## src/ubes_pkg.sv

```systemverilog
package ubes_pkg;

   // ==========================================================
   // Register map
   localparam int          ADDR_W          = 4;
   localparam int          DATA_W          = 8;
   localparam logic [3:0]  ADDR_STATUS_TWO = 4'h0;
   localparam logic [3:0]  ADDR_CONTROL    = 4'h1;
   localparam logic [3:0]  ADDR_EVENT      = 4'h2;
   localparam logic [3:0]  ADDR_MASK       = 4'h3;

   // ==========================================================
   // Field positions of serial_status_two
   localparam int BIT_BREAK      = 7;
   localparam int BIT_EDGE       = 6;
   localparam int BIT_RESERVED   = 5;
   localparam int BIT_INVERT     = 4;
   localparam int BIT_IDLE_WAKE  = 3;
   localparam int BIT_LONG_BREAK = 2;
   localparam int BIT_LIN        = 1;
   localparam int BIT_ACTIVE     = 0;

   // Control register fields
   localparam int CTL_NINE_BITS  = 0;
   localparam int CTL_TWO_STOP   = 1;
   localparam int CTL_SEND_BREAK = 2;

   // Event register fields (bits 7 and 6 mirror the two flags above)
   localparam int EVT_FRAMING    = 0;
   localparam int EVT_FULL       = 1;
   localparam int EVT_IDLE       = 2;

   // ==========================================================
   // Reset values
   localparam logic [7:0] RESET_CONTROL = 8'h00;
   localparam logic [7:0] RESET_MASK    = 8'h00;
   localparam logic       RESET_FLAG    = 1'b0;

   // ==========================================================
   // Frame and timing
   localparam logic [3:0] BASE_BITS        = 4'hA;
   localparam logic [3:0] LIN_EXTRA_BITS   = 4'h1;
   localparam logic [3:0] LONG_EXTRA_BITS  = 4'h3;
   localparam logic [3:0] DATA_BITS_SHORT  = 4'h8;
   localparam int         CYC_W            = 16;
   localparam int         CLOCK_HZ         = 125_000_000;
   localparam int         DEFAULT_BAUD     = 115_200;
   localparam int         DEFAULT_BIT_CLKS = CLOCK_HZ / DEFAULT_BAUD;

   typedef enum {RX_IDLE, RX_START, RX_BITS, RX_BREAK, RX_HOLD} ubes_rx_state_type;

   // Frame length in bits: 10 for 8-bit one-stop, one more each for nine data or two stops
   function automatic logic [3:0] frame_bits(input logic nine, input logic two);
      frame_bits = BASE_BITS + {3'h0, nine} + {3'h0, two};
   endfunction

endpackage

```

## src/ubes_cfg_if.sv

```systemverilog
`timescale 1ns/1ps
`default_nettype none
interface ubes_cfg_if;
   logic nine_bits;
   logic two_stop;
   logic long_break;
   modport ctrl (output nine_bits, output two_stop, output long_break);
   modport user (input nine_bits, input two_stop, input long_break);
endinterface
`default_nettype wire

```

## src/ubes_rx_front.sv

```systemverilog
`timescale 1ns/1ps
`default_nettype none
module ubes_rx_front (
   input  wire logic clock_i,    // Module clock
   input  wire logic rst_n_i,    // Synchronous reset, active low
   input  wire logic ce_i,       // Clock enable
   input  wire logic rxd_i,      // Receive pin, asynchronous
   input  wire logic invert_i,   // Receive inversion
   output logic      level_o,    // Line level after inversion, idle high
   output logic      edge_o      // One-cycle pulse on an active edge
);
   logic sync_a;
   logic sync_b;
   logic next_level;
   logic next_edge;

   // ==========================================================
   // Inversion sits ahead of edge detection, so falling on the
   // inverted level is a rising raw edge when inversion is on
   always_comb begin
      next_level = sync_b ^ invert_i;
      next_edge  = level_o & ~next_level;
   end

   always_ff @(posedge clock_i) begin
      if (!rst_n_i) begin
         sync_a  <= 1'b1;
         sync_b  <= 1'b1;
         level_o <= 1'b1;
         edge_o  <= 1'b0;
      end else if (ce_i) begin
         sync_a  <= rxd_i;
         sync_b  <= sync_a;
         level_o <= next_level;
         edge_o  <= next_edge;
      end
   end
endmodule
`default_nettype wire

```

## src/ubes_tx_break.sv

```systemverilog
`timescale 1ns/1ps
`default_nettype none
module ubes_tx_break #(
   parameter int BIT_CLKS = ubes_pkg::DEFAULT_BIT_CLKS
) (
   input  wire logic clock_i,     // Module clock
   input  wire logic rst_n_i,     // Synchronous reset, active low
   input  wire logic ce_i,        // Clock enable
   ubes_cfg_if.user  cfg,         // Frame format
   input  wire logic send_i,      // Start one break, pulse
   output logic      txd_o,       // Transmit line, idle high
   output logic      busy_o       // Break in progress
);
   logic [ubes_pkg::CYC_W-1:0] cyc;
   logic [3:0]                 bits;
   logic [ubes_pkg::CYC_W-1:0] next_cyc;
   logic [3:0]                 next_bits;
   logic                       next_busy;
   logic [3:0]                 length;

   // ==========================================================
   always_comb begin
      length    = ubes_pkg::frame_bits(cfg.nine_bits, cfg.two_stop)
                + (cfg.long_break ? ubes_pkg::LONG_EXTRA_BITS : 4'h0);
      next_cyc  = cyc;
      next_bits = bits;
      next_busy = busy_o;
      if (!busy_o) begin
         if (send_i) begin
            next_busy = 1'b1;
            next_cyc  = '0;
            next_bits = 4'h0;
         end
      end else if (cyc == ubes_pkg::CYC_W'(BIT_CLKS - 1)) begin
         next_cyc  = '0;
         next_bits = bits + 4'h1;
         if (bits + 4'h1 == length) begin
            next_busy = 1'b0;
         end
      end else begin
         next_cyc = cyc + 1'b1;
      end
   end

   always_ff @(posedge clock_i) begin
      if (!rst_n_i) begin
         cyc    <= '0;
         bits   <= 4'h0;
         busy_o <= 1'b0;
         txd_o  <= 1'b1;
      end else if (ce_i) begin
         cyc    <= next_cyc;
         bits   <= next_bits;
         busy_o <= next_busy;
         txd_o  <= ~next_busy;
      end
   end
endmodule
`default_nettype wire

```

## src/ubes_top.sv

```systemverilog
// How it works
// - With LIN detection on, a recognised break sets the break flag in bit 7.
// - Break flag clears only on a written one; a written zero keeps it.
// - Active receive edge sets bit 6: falling normally, rising when inverted.
// - Writing one to bit 6 clears the receive edge flag.
// - Bit 5 is read-only and always reads zero.
// - Bit 4 inverts the whole receive input, every frame element included.
// - In standby, bit 3 decides whether a detected idle sets idle status.
// - Normal transmitted break lasts 10, 11 or 12 bits by frame format.
// - Long break select stretches transmitted break to 13, 14 or 15 bits.
// - Long break select touches only the transmitter, never framing checks.
// - Without LIN detection, break is recognised after 10, 11 or 12 bits.
// - With LIN detection, break threshold rises to 11, 12 or 13 bits.
// - While LIN detection is on, framing error and buffer full never set.
// - Receiver active sets on a valid start bit, clears on idle line.
// - Low stop bit raises framing error together with buffer full.
// - Frame length select set gives nine data bits, cleared gives eight.
`timescale 1ns/1ps
`default_nettype none
module ubes_top #(
   parameter int BIT_CLKS = ubes_pkg::DEFAULT_BIT_CLKS
) (
   input  wire logic                        clock_i,               // Module clock
   input  wire logic                        rst_n_i,               // Synchronous reset, active low
   input  wire logic                        ce_i,                  // Clock enable, freezes all state
   input  wire logic [ubes_pkg::ADDR_W-1:0] addr_i,                // Register address
   input  wire logic [ubes_pkg::DATA_W-1:0] wdata_i,               // Write data
   input  wire logic                        wr_i,                  // Write strobe
   input  wire logic                        rd_i,                  // Read strobe
   output logic      [ubes_pkg::DATA_W-1:0] rdata_o,               // Read data, cycle after strobe
   input  wire logic                        rxd_i,                 // Receive pin
   input  wire logic                        receiver_standby_i,    // Receiver in wake-up standby
   output logic                             txd_o,                 // Transmit pin
   output logic                             receiver_active_flag_o, // Receiver busy
   output logic                             framing_error_flag_o,  // Framing error, pulse
   output logic                             receive_buffer_full_o, // Character received, pulse
   output logic                             idle_detected_o,       // Idle status set, pulse
   output logic                             irq_o                  // Interrupt, level
);
   ubes_cfg_if cfg_bus ();

   logic       rx_level;
   logic       edge_evt;
   logic       tx_busy;
   logic       tx_line;

   // Control state
   logic       break_flag;
   logic       edge_flag;
   logic       receive_invert;
   logic       idle_on_wake_select;
   logic       long_break_select;
   logic       lin_break_detect_enable;
   logic [7:0] control;
   logic [7:0] mask;
   logic       framing_sticky;
   logic       full_sticky;
   logic       idle_sticky;
   logic       send_break;

   logic       next_break_flag;
   logic       next_edge_flag;
   logic       next_receive_invert;
   logic       next_idle_on_wake_select;
   logic       next_long_break_select;
   logic       next_lin_break_detect_enable;
   logic [7:0] next_control;
   logic [7:0] next_mask;
   logic       next_framing_sticky;
   logic       next_full_sticky;
   logic       next_idle_sticky;
   logic       next_send_break;
   logic [7:0] next_rdata;
   logic       next_irq;

   // Receiver state
   ubes_pkg::ubes_rx_state_type rx_state;
   ubes_pkg::ubes_rx_state_type next_rx_state;
   logic [ubes_pkg::CYC_W-1:0]  cyc;
   logic [ubes_pkg::CYC_W-1:0]  next_cyc;
   logic [3:0]                  pos;
   logic [3:0]                  next_pos;
   logic [3:0]                  low_run;
   logic [3:0]                  next_low_run;
   logic                        stop_low;
   logic                        next_stop_low;
   logic                        active;
   logic                        next_active;
   logic                        next_framing;
   logic                        next_full;
   logic                        next_idle;

   // Receiver combinational helpers
   logic       sample;
   logic       line_low;
   logic [3:0] frame_len;
   logic [3:0] data_len;
   logic [3:0] threshold;
   logic [3:0] run_inc;
   logic       char_done;
   logic       break_seen;
   logic       idle_seen;

   // Register helpers
   logic [7:0] status_view;
   logic [7:0] event_view;
   logic       wr_status;
   logic       wr_event;

   assign cfg_bus.nine_bits  = control[ubes_pkg::CTL_NINE_BITS];
   assign cfg_bus.two_stop   = control[ubes_pkg::CTL_TWO_STOP];
   assign cfg_bus.long_break = long_break_select;

   ubes_rx_front u_front (
      .clock_i  (clock_i),
      .rst_n_i  (rst_n_i),
      .ce_i     (ce_i),
      .rxd_i    (rxd_i),
      .invert_i (receive_invert),
      .level_o  (rx_level),
      .edge_o   (edge_evt)
   );

   ubes_tx_break #(.BIT_CLKS(BIT_CLKS)) u_tx (
      .clock_i (clock_i),
      .rst_n_i (rst_n_i),
      .ce_i    (ce_i),
      .cfg     (cfg_bus),
      .send_i  (send_break),
      .txd_o   (tx_line),
      .busy_o  (tx_busy)
   );

   // ==========================================================
   // Receiver: samples at mid-bit and counts an unbroken low run
   // from the start bit; the long break select never enters here
   always_comb begin
      frame_len  = ubes_pkg::frame_bits(cfg_bus.nine_bits, cfg_bus.two_stop);
      data_len   = ubes_pkg::DATA_BITS_SHORT + {3'h0, cfg_bus.nine_bits};
      threshold  = frame_len + (lin_break_detect_enable ? ubes_pkg::LIN_EXTRA_BITS : 4'h0);
      line_low   = ~rx_level;
      sample     = (cyc == ubes_pkg::CYC_W'(BIT_CLKS - 1));
      run_inc    = (low_run == 4'hF) ? low_run : low_run + 4'h1;
      next_rx_state = rx_state;
      next_cyc      = cyc + 1'b1;
      next_pos      = pos;
      next_low_run  = low_run;
      next_stop_low = stop_low;
      next_active   = active;
      char_done     = 1'b0;
      break_seen    = 1'b0;
      idle_seen     = 1'b0;
      case (rx_state)
         ubes_pkg::RX_IDLE: begin
            if (line_low) begin
               next_rx_state = ubes_pkg::RX_START;
               next_cyc      = '0;
            end else if (!active) begin
               next_cyc = '0;
            end else if (sample) begin
               next_cyc = '0;
               next_pos = pos + 4'h1;
               if (pos + 4'h1 == frame_len) begin
                  idle_seen   = 1'b1;
                  next_active = 1'b0;
               end
            end
         end
         ubes_pkg::RX_START: begin
            if (cyc == ubes_pkg::CYC_W'(BIT_CLKS / 2)) begin
               next_cyc = '0;
               next_pos = 4'h0;
               if (line_low) begin
                  next_rx_state = ubes_pkg::RX_BITS;
                  next_active   = 1'b1;
                  next_low_run  = 4'h1;
                  next_stop_low = 1'b0;
               end else begin
                  next_rx_state = ubes_pkg::RX_IDLE;
               end
            end
         end
         ubes_pkg::RX_BITS: begin
            if (sample) begin
               next_cyc      = '0;
               next_pos      = pos + 4'h1;
               next_low_run  = line_low ? run_inc : 4'h0;
               next_stop_low = stop_low | (line_low & (pos + 4'h1 > data_len));
               if (pos + 4'h1 == frame_len - 4'h1) begin
                  char_done = 1'b1;
               end
               if (line_low && run_inc == threshold) begin
                  break_seen    = 1'b1;
                  next_rx_state = ubes_pkg::RX_HOLD;
               end else if (pos + 4'h1 == frame_len - 4'h1) begin
                  next_pos      = 4'h0;
                  next_rx_state = (line_low && run_inc == frame_len) ? ubes_pkg::RX_BREAK : ubes_pkg::RX_IDLE;
               end
            end
         end
         ubes_pkg::RX_BREAK: begin
            // A frame of all zeros must outlast the raised threshold
            if (sample) begin
               next_cyc     = '0;
               next_low_run = run_inc;
               if (!line_low) begin
                  next_rx_state = ubes_pkg::RX_IDLE;
               end else if (run_inc == threshold) begin
                  break_seen    = 1'b1;
                  next_rx_state = ubes_pkg::RX_HOLD;
               end
            end
         end
         ubes_pkg::RX_HOLD: begin
            next_cyc = '0;
            next_pos = 4'h0;
            if (!line_low) begin
               next_rx_state = ubes_pkg::RX_IDLE;
            end
         end
         default: begin
            next_rx_state = ubes_pkg::RX_IDLE;
         end
      endcase
      next_full    = char_done & ~lin_break_detect_enable;
      next_framing = char_done & next_stop_low & ~lin_break_detect_enable;
      next_idle    = idle_seen & (~receiver_standby_i | idle_on_wake_select);
   end

   always_ff @(posedge clock_i) begin
      if (!rst_n_i) begin
         rx_state               <= ubes_pkg::RX_IDLE;
         cyc                    <= '0;
         pos                    <= 4'h0;
         low_run                <= 4'h0;
         stop_low               <= 1'b0;
         active                 <= ubes_pkg::RESET_FLAG;
         receiver_active_flag_o <= 1'b0;
         framing_error_flag_o   <= 1'b0;
         receive_buffer_full_o  <= 1'b0;
         idle_detected_o        <= 1'b0;
      end else if (ce_i) begin
         rx_state               <= next_rx_state;
         cyc                    <= next_cyc;
         pos                    <= next_pos;
         low_run                <= next_low_run;
         stop_low               <= next_stop_low;
         active                 <= next_active;
         receiver_active_flag_o <= next_active;
         framing_error_flag_o   <= next_framing;
         receive_buffer_full_o  <= next_full;
         idle_detected_o        <= next_idle;
      end
   end

   // ==========================================================
   // Registers; a hardware set in the clearing cycle wins
   always_comb begin
      wr_status   = wr_i && (addr_i == ubes_pkg::ADDR_STATUS_TWO);
      wr_event    = wr_i && (addr_i == ubes_pkg::ADDR_EVENT);
      status_view = 8'h00;
      status_view[ubes_pkg::BIT_BREAK]      = break_flag;
      status_view[ubes_pkg::BIT_EDGE]       = edge_flag;
      status_view[ubes_pkg::BIT_RESERVED]   = 1'b0;
      status_view[ubes_pkg::BIT_INVERT]     = receive_invert;
      status_view[ubes_pkg::BIT_IDLE_WAKE]  = idle_on_wake_select;
      status_view[ubes_pkg::BIT_LONG_BREAK] = long_break_select;
      status_view[ubes_pkg::BIT_LIN]        = lin_break_detect_enable;
      status_view[ubes_pkg::BIT_ACTIVE]     = active;
      event_view = 8'h00;
      event_view[ubes_pkg::BIT_BREAK]   = break_flag;
      event_view[ubes_pkg::BIT_EDGE]    = edge_flag;
      event_view[ubes_pkg::EVT_FRAMING] = framing_sticky;
      event_view[ubes_pkg::EVT_FULL]    = full_sticky;
      event_view[ubes_pkg::EVT_IDLE]    = idle_sticky;

      next_break_flag = (break_seen & lin_break_detect_enable)
                      | (break_flag & ~((wr_status | wr_event) & wdata_i[ubes_pkg::BIT_BREAK]));
      next_edge_flag  = edge_evt
                      | (edge_flag & ~((wr_status | wr_event) & wdata_i[ubes_pkg::BIT_EDGE]));
      next_framing_sticky = next_framing | (framing_sticky & ~(wr_event & wdata_i[ubes_pkg::EVT_FRAMING]));
      next_full_sticky    = next_full | (full_sticky & ~(wr_event & wdata_i[ubes_pkg::EVT_FULL]));
      next_idle_sticky    = next_idle | (idle_sticky & ~(wr_event & wdata_i[ubes_pkg::EVT_IDLE]));

      next_receive_invert          = wr_status ? wdata_i[ubes_pkg::BIT_INVERT] : receive_invert;
      next_idle_on_wake_select     = wr_status ? wdata_i[ubes_pkg::BIT_IDLE_WAKE] : idle_on_wake_select;
      next_long_break_select       = wr_status ? wdata_i[ubes_pkg::BIT_LONG_BREAK] : long_break_select;
      next_lin_break_detect_enable = wr_status ? wdata_i[ubes_pkg::BIT_LIN] : lin_break_detect_enable;

      next_control = control;
      if (wr_i && addr_i == ubes_pkg::ADDR_CONTROL) begin
         next_control = 8'h00;
         next_control[ubes_pkg::CTL_NINE_BITS] = wdata_i[ubes_pkg::CTL_NINE_BITS];
         next_control[ubes_pkg::CTL_TWO_STOP]  = wdata_i[ubes_pkg::CTL_TWO_STOP];
      end
      next_send_break = wr_i && (addr_i == ubes_pkg::ADDR_CONTROL) && wdata_i[ubes_pkg::CTL_SEND_BREAK];
      next_mask = (wr_i && addr_i == ubes_pkg::ADDR_MASK) ? wdata_i : mask;

      next_rdata = 8'h00;
      if (rd_i) begin
         case (addr_i)
            ubes_pkg::ADDR_STATUS_TWO: next_rdata = status_view;
            ubes_pkg::ADDR_CONTROL:    next_rdata = control | {5'h00, tx_busy, 2'h0};
            ubes_pkg::ADDR_EVENT:      next_rdata = event_view;
            ubes_pkg::ADDR_MASK:       next_rdata = mask;
            default:                   next_rdata = 8'h00;
         endcase
      end
      next_irq = 1'b0;
      next_irq = |({next_break_flag, next_edge_flag, 3'h0, next_idle_sticky,
                    next_full_sticky, next_framing_sticky} & next_mask);
   end

   always_ff @(posedge clock_i) begin
      if (!rst_n_i) begin
         break_flag              <= ubes_pkg::RESET_FLAG;
         edge_flag               <= ubes_pkg::RESET_FLAG;
         receive_invert          <= ubes_pkg::RESET_FLAG;
         idle_on_wake_select     <= ubes_pkg::RESET_FLAG;
         long_break_select       <= ubes_pkg::RESET_FLAG;
         lin_break_detect_enable <= ubes_pkg::RESET_FLAG;
         framing_sticky          <= ubes_pkg::RESET_FLAG;
         full_sticky             <= ubes_pkg::RESET_FLAG;
         idle_sticky             <= ubes_pkg::RESET_FLAG;
         control                 <= ubes_pkg::RESET_CONTROL;
         mask                    <= ubes_pkg::RESET_MASK;
         send_break              <= 1'b0;
         rdata_o                 <= 8'h00;
         irq_o                   <= 1'b0;
         txd_o                   <= 1'b1;
      end else if (ce_i) begin
         break_flag              <= next_break_flag;
         edge_flag               <= next_edge_flag;
         receive_invert          <= next_receive_invert;
         idle_on_wake_select     <= next_idle_on_wake_select;
         long_break_select       <= next_long_break_select;
         lin_break_detect_enable <= next_lin_break_detect_enable;
         framing_sticky          <= next_framing_sticky;
         full_sticky             <= next_full_sticky;
         idle_sticky             <= next_idle_sticky;
         control                 <= next_control;
         mask                    <= next_mask;
         send_break              <= next_send_break;
         rdata_o                 <= next_rdata;
         irq_o                   <= next_irq;
         txd_o                   <= tx_line;
      end
   end
endmodule
`default_nettype wire

```

## config.mk

```make
export PLATFORM = sky130hd
export DESIGN_NAME = ubes_top
export DESIGN_NICKNAME = d
export VERILOG_FILES = /design/src/ubes_pkg.sv /design/src/ubes_cfg_if.sv /design/src/ubes_rx_front.sv /design/src/ubes_tx_break.sv /design/src/ubes_top.sv
export SDC_FILE = /design/constraint.sdc
export NUM_CORES = 1
export LEC_CHECK = 0
export ABC_AREA = 1
export BUFFER_PORTS_ARGS = -buffer_cell sky130_fd_sc_hd__buf_4
export CAP_MARGIN = 25
export CORE_MARGIN = 1
export CORE_UTILIZATION = 60
export CTS_CLUSTER_DIAMETER = 200
export CTS_CLUSTER_SIZE = 20
export DETAILED_ROUTE_END_ITERATION = 8
export PLACE_DENSITY = 0.75
export SLEW_MARGIN = 20
export SYNTH_ARGS = -nofsm -noshare
export SYNTH_HDL_FRONTEND = slang
export SYNTH_SLANG_ARGS = --single-unit
```

## constraint.sdc

```tcl
create_clock -name clock_i -period 5.73 [get_ports clock_i]
set_clock_uncertainty 0.15 [all_clocks]
set_input_delay 1.146 -clock clock_i [delete_from_list [all_inputs] [get_ports clock_i]]
set_output_delay 1.146 -clock clock_i [all_outputs]
set_load 0.01 [all_outputs]
```

==> results.md, run 1 <==
* DP HPWL at 8.42 mm
* Crit end category: register
* Pre-CTS WS at roughly 2.7 ns
* Post-synthesis async set-or-reset flop share at 0
* Largest net degree at the start of global routing at between 40 and 50
* Fmax at 371 MHz
* Total Wirelength at 11.5 mm
* DRT antenna net count at 0
* Worst slew margin at 0.651
* FF-to-FF setup slack at just over 3 ns
* Vias in the first global route at roughly 4400
* Gr usage total at 0.283
* Finished Core Util at 0.695
* Critical Path RT at roughly 5.8 ns
* Clock slew at reported path FFs at 0.09 ns
* Post-Syn Area at 4980 um^2
* Sequential-to-total area share from yosys stat at 0.353
* Syn Area/Cell at 6.82 um^2
* Die area at 8680 um^2
* Resized cells post-CTS at 0
* # rows at 32
* Synth Flop Type: dfxtp_1
* Iteration-0 DRC Markers at 181
* First-pass GRT wire length at 19.7 mm
* Post-synth top area cell: dfxtp_1
* CTS Sinks at 88
* Layout cells sized above 1 at 0.110
* Initial Util at 0.632
* Setup Buffers After CTS at 0
* I/O Buffers at 32
* Drt drc at 0
* CP max FO at 37
* Area contributors post-synth: dfxtp_1 35%, nand2_1 12%, inv_1 6.8%, nor2_1 6.0%, nand3_1 5.7%
* PD cells at 218 nW/um^2
* Pre-Repair DR Iteration Count at 5
* Num ports at 33
* Diodes inserted at 0
* Worst skew pair latency at 0.36 ns
* Htree depth at 3
* Worst hold path class: reg -> reg
* Hold Buf Count CTS at 0
* Vias at 4789
* Die X at 93.2 um
* Final Slew Violations at 0
* Worst Setup Path Type: in -> reg
* Final Hold Fails at 0
* Final std cells w/o fill at 865
* Total negative slack at 0 ns
* CTS tree: built
* Vias per std cell at 5.54
* Max IR drop VDD at 0.000158 V
* Final Instance Area at 5480 um^2
* Crit path launch type: input pin
* Leakage power at roughly 2.2 nW
* Yosys reg bits at between 80 and 90
* Root Driver: clkbuf_8
* FILL cells at 695
* Yosys top cell area share at 0.353
* Number of flops mapped to enable cells by yosys at 0
* Die height at a little over 90 um
* Area growth, synth to finish at 9.94%
* Critical Path AT at 2.79 ns
* Total core area at 7890 um^2
* Syn. warnings at 0
* Number of nets in the layout at around 800
* Placed cell areas at between 5000 and 6000 um^2
* Worst Setup Slack, final at about 3 ns
* Final setup viols at 0
* Syn nets at 766
* RSZ-0062 raised after global routing: false
* # Max-Cap Violations at 0
* Placed insts at roughly 850
* Total CTS buffers at 9
* Final period utilization at 0.470
* Cell variety after synth at 40
* GP Congestion at between 0.8 and 0.9
* CTS Buffer Depth at 2
* Post-layout min period at 2.69 ns
* Worst-Margin Slew at 0.522 ns
* Overflow after GRT at 0
* DR WL/cell at 13.3 um
* Antenna violations before repair at 0
* Synth Instances at 731
* Outcome: finished clean
[layout make-up]
class	count	area, um^2	area share
Clock inverter	6	68.8	0.0126
Multi-Input combinational cell	530	2780	0.508
Inverter	95	357	0.0651
Tap cell	102	128	0.0233
Timing Repair Buffer	34	255	0.0466
Sequential cell	88	1760	0.321
Clock buffer	10	128	0.0233
[state kept, by name (all words and copies together), names as in the netlist, 2 cells and up]
| name | cells |
|---|---|
| u_tx.cyc | 16 |
| rdata_o | 8 |
| pos | 4 |
| rx_state | 3 |
| cyc | 16 |
| u_tx.bits | 4 |
| control | 2 |
| mask | 8 |
| low_run | 4 |
[metrics by stage]
step	total power, mW	hold WS (ns)
CTS	1.20	0.307
global route	1.25	0.330
finish	1.20	0.308
floorplan	0.734	0.279
detailed placement	0.770	0.296
global placement	0.767	0.294
[cell usage after synthesis, types with 3 or more instances]
cell type  number
nand3_1        57
ha_1           14
nand2_2         8
xnor2_1         7
nor3b_1         3
dfxtp_1        88
nand2_1       156
nor2_1         80
o21ai_0        46
inv_2           5
a21oi_1        54
inv_1          90
nand3_2         6
nor2_2          6
nand4_1        16
o31ai_1         3
o22ai_1        10
nor3_1         15
a21oi_2         3
clkbuf_1       13
a211oi_1        7
xor2_1         20
[path summary, 6_finish.rpt]
kind,from,endpoint,depth (start not counted)
hold / removal,mask[3]$_SDFFE_PN0P_,mask[3]$_SDFFE_PN0P_,2
setup reg to reg,control[0]$_SDFFE_PN0P_,u_tx.busy_o$_SDFFE_PN0P_,14
hold reg to reg,mask[3]$_SDFFE_PN0P_,mask[3]$_SDFFE_PN0P_,2
setup / recovery,ce_i,u_tx.cyc[8]$_SDFFE_PN0P_,9
[per-layer routing]
layer	routed length [um]	part of all wire	track usage
met5	0	0	0
met4	193	0.017	0.0974
met3	681	0.059	0.0520
met2	5230	0.45	0.463
met1	5420	0.47	0.375
[critical path, stage by stage]
cell and delay (ns):
buf_4 0.32, inv_1 0.15, nor2_4 0.22, inv_1 0.21, nor3_1 0.28, nand2_1 0.11, nor2_1 0.12, xor2_1 0.15
nor2_1 0.06
[cell families (layout without fill, tap and decap cells)]
| kind of cell | after synthesis | count (layout) | synth area share |
|---|---|---|---|
| compound gates | 133 | 133 | 0.152 |
| xor+xnor | 27 | 27 | 0.0474 |
| fa+ha+maj | 16 | 16 | 0.0432 |
| buf+inv | 113 | 145 | 0.0884 |
| flops | 88 | 88 | 0.353 |
| simple gates | 354 | 354 | 0.316 |
[placed cells by master (no fill, tap or decap), types with 3 or more instances in the layout]
master    instances
nor3b_1           3
xnor2_1           7
clkbuf_8          9
nor3_1           15
o21ai_0          46
a21oi_2           3
inv_2             5
nand2_2           8
nor2_1           80
ha_1             14
o22ai_1          10
a21oi_1          54
nand3_1          57
nand2_1         156
o31ai_1           3
nor2_2            6
inv_1            90
nand3_2           6
dfxtp_1          88
buf_4            34
a211oi_1          7
xor2_1           20
nand4_1          16
[power breakdown]
| part | internal [mW] | leakage (nW) | switching [mW] | total (mW) |
|---|---|---|---|---|
| clock | 0.205 | 0.102 | 0.233 | 0.438 |
| sequential | 0.624 | 0.713 | 0.0121 | 0.636 |
| combinational | 0.0414 | 1.38 | 0.0805 | 0.122 |
| total | 0.871 | 2.20 | 0.326 | 1.20 |
No activity file was read; power rests on OpenSTA's default activity.
==> run 2, diff against run 1 <==
ABC_AREA = 0   (was 1)
CORE_UTILIZATION = 55   (was 60)
PLACE_DENSITY = 0.72   (was 0.75)
clock period = 2.4 ns   (was 5.73 ns; I/O delays follow)
==> run 2 against run 1 <==
Effect of this change: the flow now finishes with violations (setup timing); combinational power is 93% higher; sequential cell count unchanged; synthesized cell count decreased by 21%; die area is 5.9% higher; register-to-register slack lost 3.4 ns; synthesized area is 2.8% lower; via count shrank 2.3%; hold slack worse by 0.13 ns; sequential power is 130% higher; non-clock buffer count grew 74; critical path depth is 3 lower; wire length grew 13%; largest cell class unchanged.
==> results.md, run 2 <==
* Drt drc at 0 (unchanged)
* Largest registers: cyc: 16 flops, u_tx.cyc: 16 flops
* Final Hold Fails at 0 (unchanged)
* Cell mode on critical path: or4_4
* Total core area at 8380 um^2 (+6.3%)
* # rows at 33 (+3.1%)
* Critical Path RT at 2.53 ns (-3.30 ns)
* Total CTS buffers at 9 (unchanged)
* Vias per std cell at 6.00 (+8.3%)
* Crit end category: register
* Die area at 9190 um^2 (+5.9%)
* Crit-path cells: or4_4 > or4_4 > mux2_4 > a211o_1 > or3_1 > o32ai_2
* Worst hold path class: in -> reg
* Clock slew at reported path FFs at 0.10 ns (about the same)
* Fmax at 368 MHz
* DP HPWL at 8.87 mm (+5.3%)
* Crit path launch type: register
* Worst Setup Slack, final at -0.320 ns (-3.36 ns)
* Total negative slack at -4.02 ns (-4.02 ns)
* Antenna violations before repair at 0 (unchanged)
* Post-synth top area cell: dfxtp_1
* CTS Sinks at 88 (unchanged)
* Gr usage total at 0.281 (-0.00243)
* Most frequent cell after synthesis: dfxtp_1
* Worst slew margin at 0.628 (-0.0224)
* CTS Buffer Depth at 2 (unchanged)
* CP max FO at 3 (-92%)
* Cell variety after synth at 64 (+60%)
* Yosys top cell area share at 0.364 (+0.0101)
* Die X at 95.9 um (+2.9%)
* Number of flops mapped to enable cells by yosys at 0 (unchanged)
* Layout cells sized above 1 at 0.287 (+0.177)
* Final period utilization at 1.13
* Synth Flop Type: dfxtp_1
* Initial Util at 0.578 (-0.0538)
* DR WL/cell at 16.8 um (+26%)
* Worst skew pair latency at 0.36 ns (about the same)
* CTS tree: built
* Vias at 4677 (-2.3%)
* Syn nets at 609 (-20%)
* Worst path max stage delay at 0.55 ns (+0.23 ns)
* Worst-Margin Slew at 0.550 ns (+0.0280 ns)
* Post-Syn Area at 4850 um^2 (-2.8%)
* Root Driver: clkbuf_8
* Post-synthesis async set-or-reset flop share at 0 (unchanged)
* Vias in the first global route at 4276 (-2.8%)
* Final std cells w/o fill at 780 (-9.8%)
* Leakage power at 2.37 nW (+7.8%)
* WP buf/inv at 0 (-3)
* Area growth, synth to finish at 29.3%
* Syn Area/Cell at 8.44 um^2 (+24%)
* Area contributors post-synth: dfxtp_1 36%, nor2_1 6.4%, xor2_1 4.0%, ha_1 3.6%, xnor2_1 3.6%
* CP delay by family, top: simple AND/OR/NAND/NOR gates
* # Max-Cap Violations at 0 (unchanged)
* Synth Instances at 574 (-21%)
* Final Slew Violations at 0 (unchanged)
* RSZ-0062 raised after global routing: true
* GP Congestion at 0.842 (-4.0%)
* Post-layout min period at roughly 2.7 ns
* Largest net degree at the start of global routing at 33 (-21%)
* Finished Core Util at 0.748 (+0.0528)
* Num ports at 33 (unchanged)
* Max IR drop VDD at 0.000310 V (+96%)
* Iteration-0 DRC Markers at 331 (+83%)
* Syn. warnings at 0 (unchanged)
* Placed insts at 753 (-11%)
* Top post-synthesis cells by count: 88 x dfxtp_1, 82 x nor2_1, 45 x nand2_1
* Htree depth at 3 (unchanged)
* PD cells at 468 nW/um^2 (+110%)
* Worst Setup Path Type: reg -> reg
* Final setup viols at 22 (+22)
* Total Wirelength at 13.1 mm (+13%)
* DRT antenna net count at 0 (unchanged)
* Yosys reg bits at 88 (unchanged)
* Critical Path AT at 2.85 ns (+0.06 ns)
* Most frequent cells in the layout: 99 x buf_4, 82 x dfxtp_1, 80 x nor2_1
* Outcome: finished with violations
* Overflow after GRT at 0 (unchanged)
* Diodes inserted at 0 (unchanged)
* I/O Buffers at 32 (unchanged)
* Die height at 95.9 um (+2.9%)
* Commonest non-fill, non-tap cell in the layout: buf_4
* First-pass GRT wire length at 20.0 mm (+1.4%)
* Violated checks: setup timing
* Slowest cell on crit path: or4_4
* Number of nets in the layout at 705 (-11%)
* Sequential-to-total area share from yosys stat at 0.364 (+0.0101)
* Pre-Repair DR Iteration Count at 7 (+2)
run 2: cell types whose count changed after synthesis, moves of 9 or more:
cell / before / now
nand2_1: 156 / 45
inv_1: 90 / 22
nand3_1: 57 / 27
a21oi_1: 54 / 31
o21ai_0: 46 / 23
mux2i_1: 0 / 17
xnor2_1: 7 / 20
o22ai_1: 10 / 0
nor2b_1: 0 / 9
o21a_1: 0 / 9
run 2: worst paths after layout:
check / startpoint / endpoint / slack [ns] / cells past startpoint
setup / recovery: cyc[15]$_SDFFE_PN0P_ / rx_state[0]$_SDFFE_PN0P_ / -0.32 / 6
hold / removal: rxd_i / u_front.sync_a$_SDFFE_PN1P_ / 0.18 / 3
setup reg to reg: cyc[15]$_SDFFE_PN0P_ / rx_state[0]$_SDFFE_PN0P_ / -0.32 / 6
hold reg to reg: u_tx.txd_o$_SDFFE_PN1P_ / u_tx.txd_o$_SDFFE_PN1P_ / 0.30 / 2
run 2: metal layers:
metal	part of all wire	up-vias	wire [um]	track usage
met5	0	-	0	0
met4	0.026	0	341	0.109
met3	0.057	40	742	0.0450
met2	0.47	168	6110	0.451
met1	0.45	2245	5880	0.378
li1	-	2224	-	-
run 2: layout make-up:
cell class              instances  area (um^2)
clock inverters                 5         87.6
inverters                      23         86.3
well taps                     105          131
flip-flops and latches         88         1770
clock buffers                  11          151
fillers                       603         2120
repair buffers                108          853
multi-input cells             440         3180
run 2: what timing repair did:
action,CTS,global route
endpoints found under the setup margin,22,38
pin swaps,7,22
endpoints found under the hold margin,0,0
gates cloned,0,1
hold buffers,0,0
gates resized for setup,23,46
buffers inserted,4,7
run 2: where the power goes:
part           internal [mW]  switching [mW]
clock                  0.653           0.560
sequential              1.47          0.0115
combinational          0.101           0.135
run 2: stage by stage:
step	power, mW	setup slack, ns	hold WS (ns)	cell area (um^2)
2_1_floorplan	1.63	-0.278	0.280	4890
3_3_place_gp	1.71	-0.262	0.290	5660
3_5_place_dp	1.72	-0.306	0.300	5660
4_1_cts	2.91	-0.323	0.180	6020
5_1_grt	3.02	-0.401	0.184	6270
6_report	2.93	-0.320	0.180	6270
run 2: cell families (layout without fill, tap and decap cells):
group                    count (synthesis)  in the layout  synth area share
flip-flops                              88             88             0.364
AO/OA/AOI/OAI                          106            106             0.151
multiplexers                            29             29            0.0754
XOR/XNOR                                42             42            0.0759
adder cells (fa/ha/maj)                 16             16            0.0444
AND/OR/NAND/NOR                        247            247             0.255
buffers and inverters                   46            147            0.0356
run 2: worst reg2reg max path: stages, from the launching register on:
cell	delay (ns)
dfxtp_2	0.33
or4_4	0.53
or4_4	0.55
mux2_4	0.27
a211o_1	0.29
or3_1	0.33
o32ai_2	0.19
==> run 3, diff against run 2 <==
RECOVER_POWER = 100   (was not set)
==> run 3 against run 2 <==
Effect of this change: the flow still finishes with violations (setup timing); sequential share of layout area is 0.30 points higher; sequential cell count unchanged; final cell count unchanged; via count decreased by 0.17%; critical path depth did not move; combinational power is essentially flat; critical path type unchanged; largest power group unchanged.
==> results.md, run 3 (same netlist as run 2, synthesis figures left out) <==
* Cell mode on critical path: or4_4
* Commonest non-fill, non-tap cell in the layout: dfxtp_1
* Leakage power at 2.30 nW (-2.8%)
* Drt drc at 0 (unchanged)
* Worst slew margin at 0.528 (-0.100)
* Int Pwr at 2.22 mW (-0.15%)
* First-pass GRT wire length at 20.0 mm (unchanged)
* Total CTS buffers at 9 (unchanged)
* Hold_sp: rxd_i
* Antenna violations before repair at 0 (unchanged)
* Iteration-0 DRC Markers at 300 (-9.4%)
* Hold Buf Count CTS at 0 (unchanged)
* Die height at 95.9 um (unchanged)
* DRT antenna net count at 0 (unchanged)
* Htree depth at 3 (unchanged)
* Combinational group share of total power at 0.080 (about the same)
* Total negative slack at -4.18 ns (-0.163 ns)
* Sequential Power Share at 0.506 (about the same)
* Final Instance Area at 6200 um^2 (-1.0%)
* Area growth, synth to finish at 28.0%
* DP HPWL at 8.87 mm (unchanged)
* Finished Core Util at 0.740 (-0.00776)
* Total core area at 8380 um^2 (unchanged)
* Final setup viols at 22 (unchanged)
* Layout cells sized above 1 at 0.264 (-0.0237)
* Critical Path RT at 2.53 ns (about the same)
* Crit end category: register
* Worst skew pair latency at 0.36 ns (about the same)
* Final std cells w/o fill at 780 (unchanged)
* Worst-Margin Slew at 0.708 ns (+0.157 ns)
* Largest registers: cyc: 16 flops, u_tx.cyc: 16 flops
* Final period utilization at 1.13 (about the same)
* Vias per std cell at 5.99 (-0.17%)
* Largest net degree at the start of global routing at 33 (unchanged)
* Diodes inserted at 0 (unchanged)
* CTS tree: built
* Post-layout min period at 2.72 ns (-0.00126 ns)
* Most frequent cells in the layout: 82 x dfxtp_1, 80 x nor2_1, 80 x buf_4
* Clock network power share at 0.415 (about the same)
* GP Congestion at 0.842 (unchanged)
* WHS Endpoint: u_front.sync_a$_SDFFE_PN1P_
* Root Driver: clkbuf_8
* CTS Buffer Depth at 2 (unchanged)
* Initial Util at 0.578 (unchanged)
* Die area at 9190 um^2 (unchanged)
* Total Wirelength at 13.1 mm (+0.29%)
* Psw at 0.709 mW (+0.34%)
* Placed insts at 753 (unchanged)
* Overflow after GRT at 0 (unchanged)
* RR Startpoint: cyc[15]$_SDFFE_PN0P_
* # rows at 33 (unchanged)
* RR Endpoint: rx_state[0]$_SDFFE_PN0P_
* Num ports at 33 (unchanged)
* Worst hold path class: in -> reg
* Final Hold Fails at 0 (unchanged)
* Crit-path cells: or4_4 > or4_4 > mux2_4 > a211o_1 > or3_1 > o32ai_2
* Vias at 4669 (-0.17%)
* Violated checks: setup timing
* PD cells at 473 nW/um^2 (+1.0%)
* Switch share at 0.242 (+0.000898)
* Final Slew Violations at 0 (unchanged)
* Die X at 95.9 um (unchanged)
* Outcome: finished with violations
* Worst Setup Path Type: reg -> reg
* Crit path launch type: register
* Clock slew at reported path FFs at 0.10 ns (about the same)
* Placed cell areas at 5660 um^2 (unchanged)
* DR WL/cell at 16.8 um (+0.29%)
* Fmax at 368 MHz (about the same)
* CTS Sinks at 88 (unchanged)
* RSZ-0062 raised after global routing: true
* Worst path max stage delay at 0.55 ns (about the same)
* # Max-Cap Violations at 0 (unchanged)
* Pre-Repair DR Iteration Count at 5 (-2)
* Pre-CTS WS at -0.306 ns (unchanged)
* Number of nets in the layout at 705 (unchanged)
* CP delay by family, top: simple AND/OR/NAND/NOR gates
* Critical Path AT at 2.85 ns (about the same)
* CP max FO at 3 (unchanged)
* FF-to-FF path depth at 6 (unchanged)
* Hold depth at 3 (unchanged)
* Gr usage total at 0.281 (unchanged)
* I/O Buffers at 32 (unchanged)
* WP buf/inv at 0 (unchanged)
* Max IR drop VDD at 0.000310 V (about the same)
* FF-to-FF setup slack at -0.32 ns (about the same)
* Vias in the first global route at 4276 (unchanged)
* Slowest cell on crit path: or4_4
* Worst Setup Slack, final at -0.319 ns (+0.00126 ns)
-- run 3: changes by cell type in the layout (fill, tap and decap cells not counted) --
cell	before	now
buf_4	99	80
clkbuf_1	0	16
clkbuf_4	0	1
clkbuf_2	0	2
-- run 3: per-layer routing --
layer | part of all wire | track usage | up-vias
li1 | - | - | 2222
met2 | 0.47 | 0.451 | 164
met5 | 0 | 0 | -
met1 | 0.46 | 0.378 | 2244
met3 | 0.051 | 0.0450 | 39
met4 | 0.026 | 0.109 | 0
-- run 3: metrics by stage --
| step | hold WS, ns | power, mW |
|---|---|---|
| final | 0.178 | 2.93 |
| after global routing | 0.185 | 3.02 |
| after CTS | 0.180 | 2.91 |
| after detailed placement | 0.300 | 1.72 |
| after global placement | 0.290 | 1.71 |
| after floorplan | 0.280 | 1.63 |
-- run 3: cell type report --
class | instances | area, um^2
clock inverters | 5 | 87.6
inverters | 23 | 86.3
repair buffers | 108 | 788
fillers | 611 | 2180
multi-input cells | 440 | 3180
flip-flops and latches | 88 | 1770
clock buffers | 11 | 151
well taps | 105 | 131
-- run 3: worst max-delay path by stage --
| stage | startpoint | end | slack (ns) | cells after the start |
|---|---|---|---|---|
| floorplan | cyc[6]$_SDFFE_PN0P_ | rx_state[0]$_SDFFE_PN0P_ | -0.28 | 6 |
| global placement | cyc[15]$_SDFFE_PN0P_ | rx_state[0]$_SDFFE_PN0P_ | -0.26 | 6 |
| detailed placement | cyc[15]$_SDFFE_PN0P_ | rx_state[2]$_SDFFE_PN0P_ | -0.31 | 7 |
| CTS | cyc[15]$_SDFFE_PN0P_ | rx_state[0]$_SDFFE_PN0P_ | -0.32 | 6 |
| global route | cyc[15]$_SDFFE_PN0P_ | rx_state[0]$_SDFFE_PN0P_ | -0.40 | 6 |
| finish | cyc[15]$_SDFFE_PN0P_ | rx_state[0]$_SDFFE_PN0P_ | -0.32 | 6 |
-- run 3: what timing repair did --
item,CTS,global route
cloned,0,1
setup buffers,4,7
hold endpoints to repair,0,0
pin swaps,7,22
gates resized for setup,23,46
setup endpoints to repair,22,38
-- run 3: power groups by stage --
stage / sequential, mW / clock (mW) / combinational [mW]
after detailed placement: 1.52 / 0 / 0.203
after floorplan: 1.51 / 0 / 0.114
final: 1.48 / 1.21 / 0.234
after global placement: 1.52 / 0 / 0.198
after CTS: 1.48 / 1.22 / 0.212
after global routing: 1.48 / 1.29 / 0.249
-- run 3: worst register-to-register path, delay by kind of cell (launching register included) --
family             cells  cell delay, ns
AOI/OAI and AO/OA      2            0.48
muxes                  1            0.27
and+or+nand+nor        3            1.41
DFF                    1            0.33
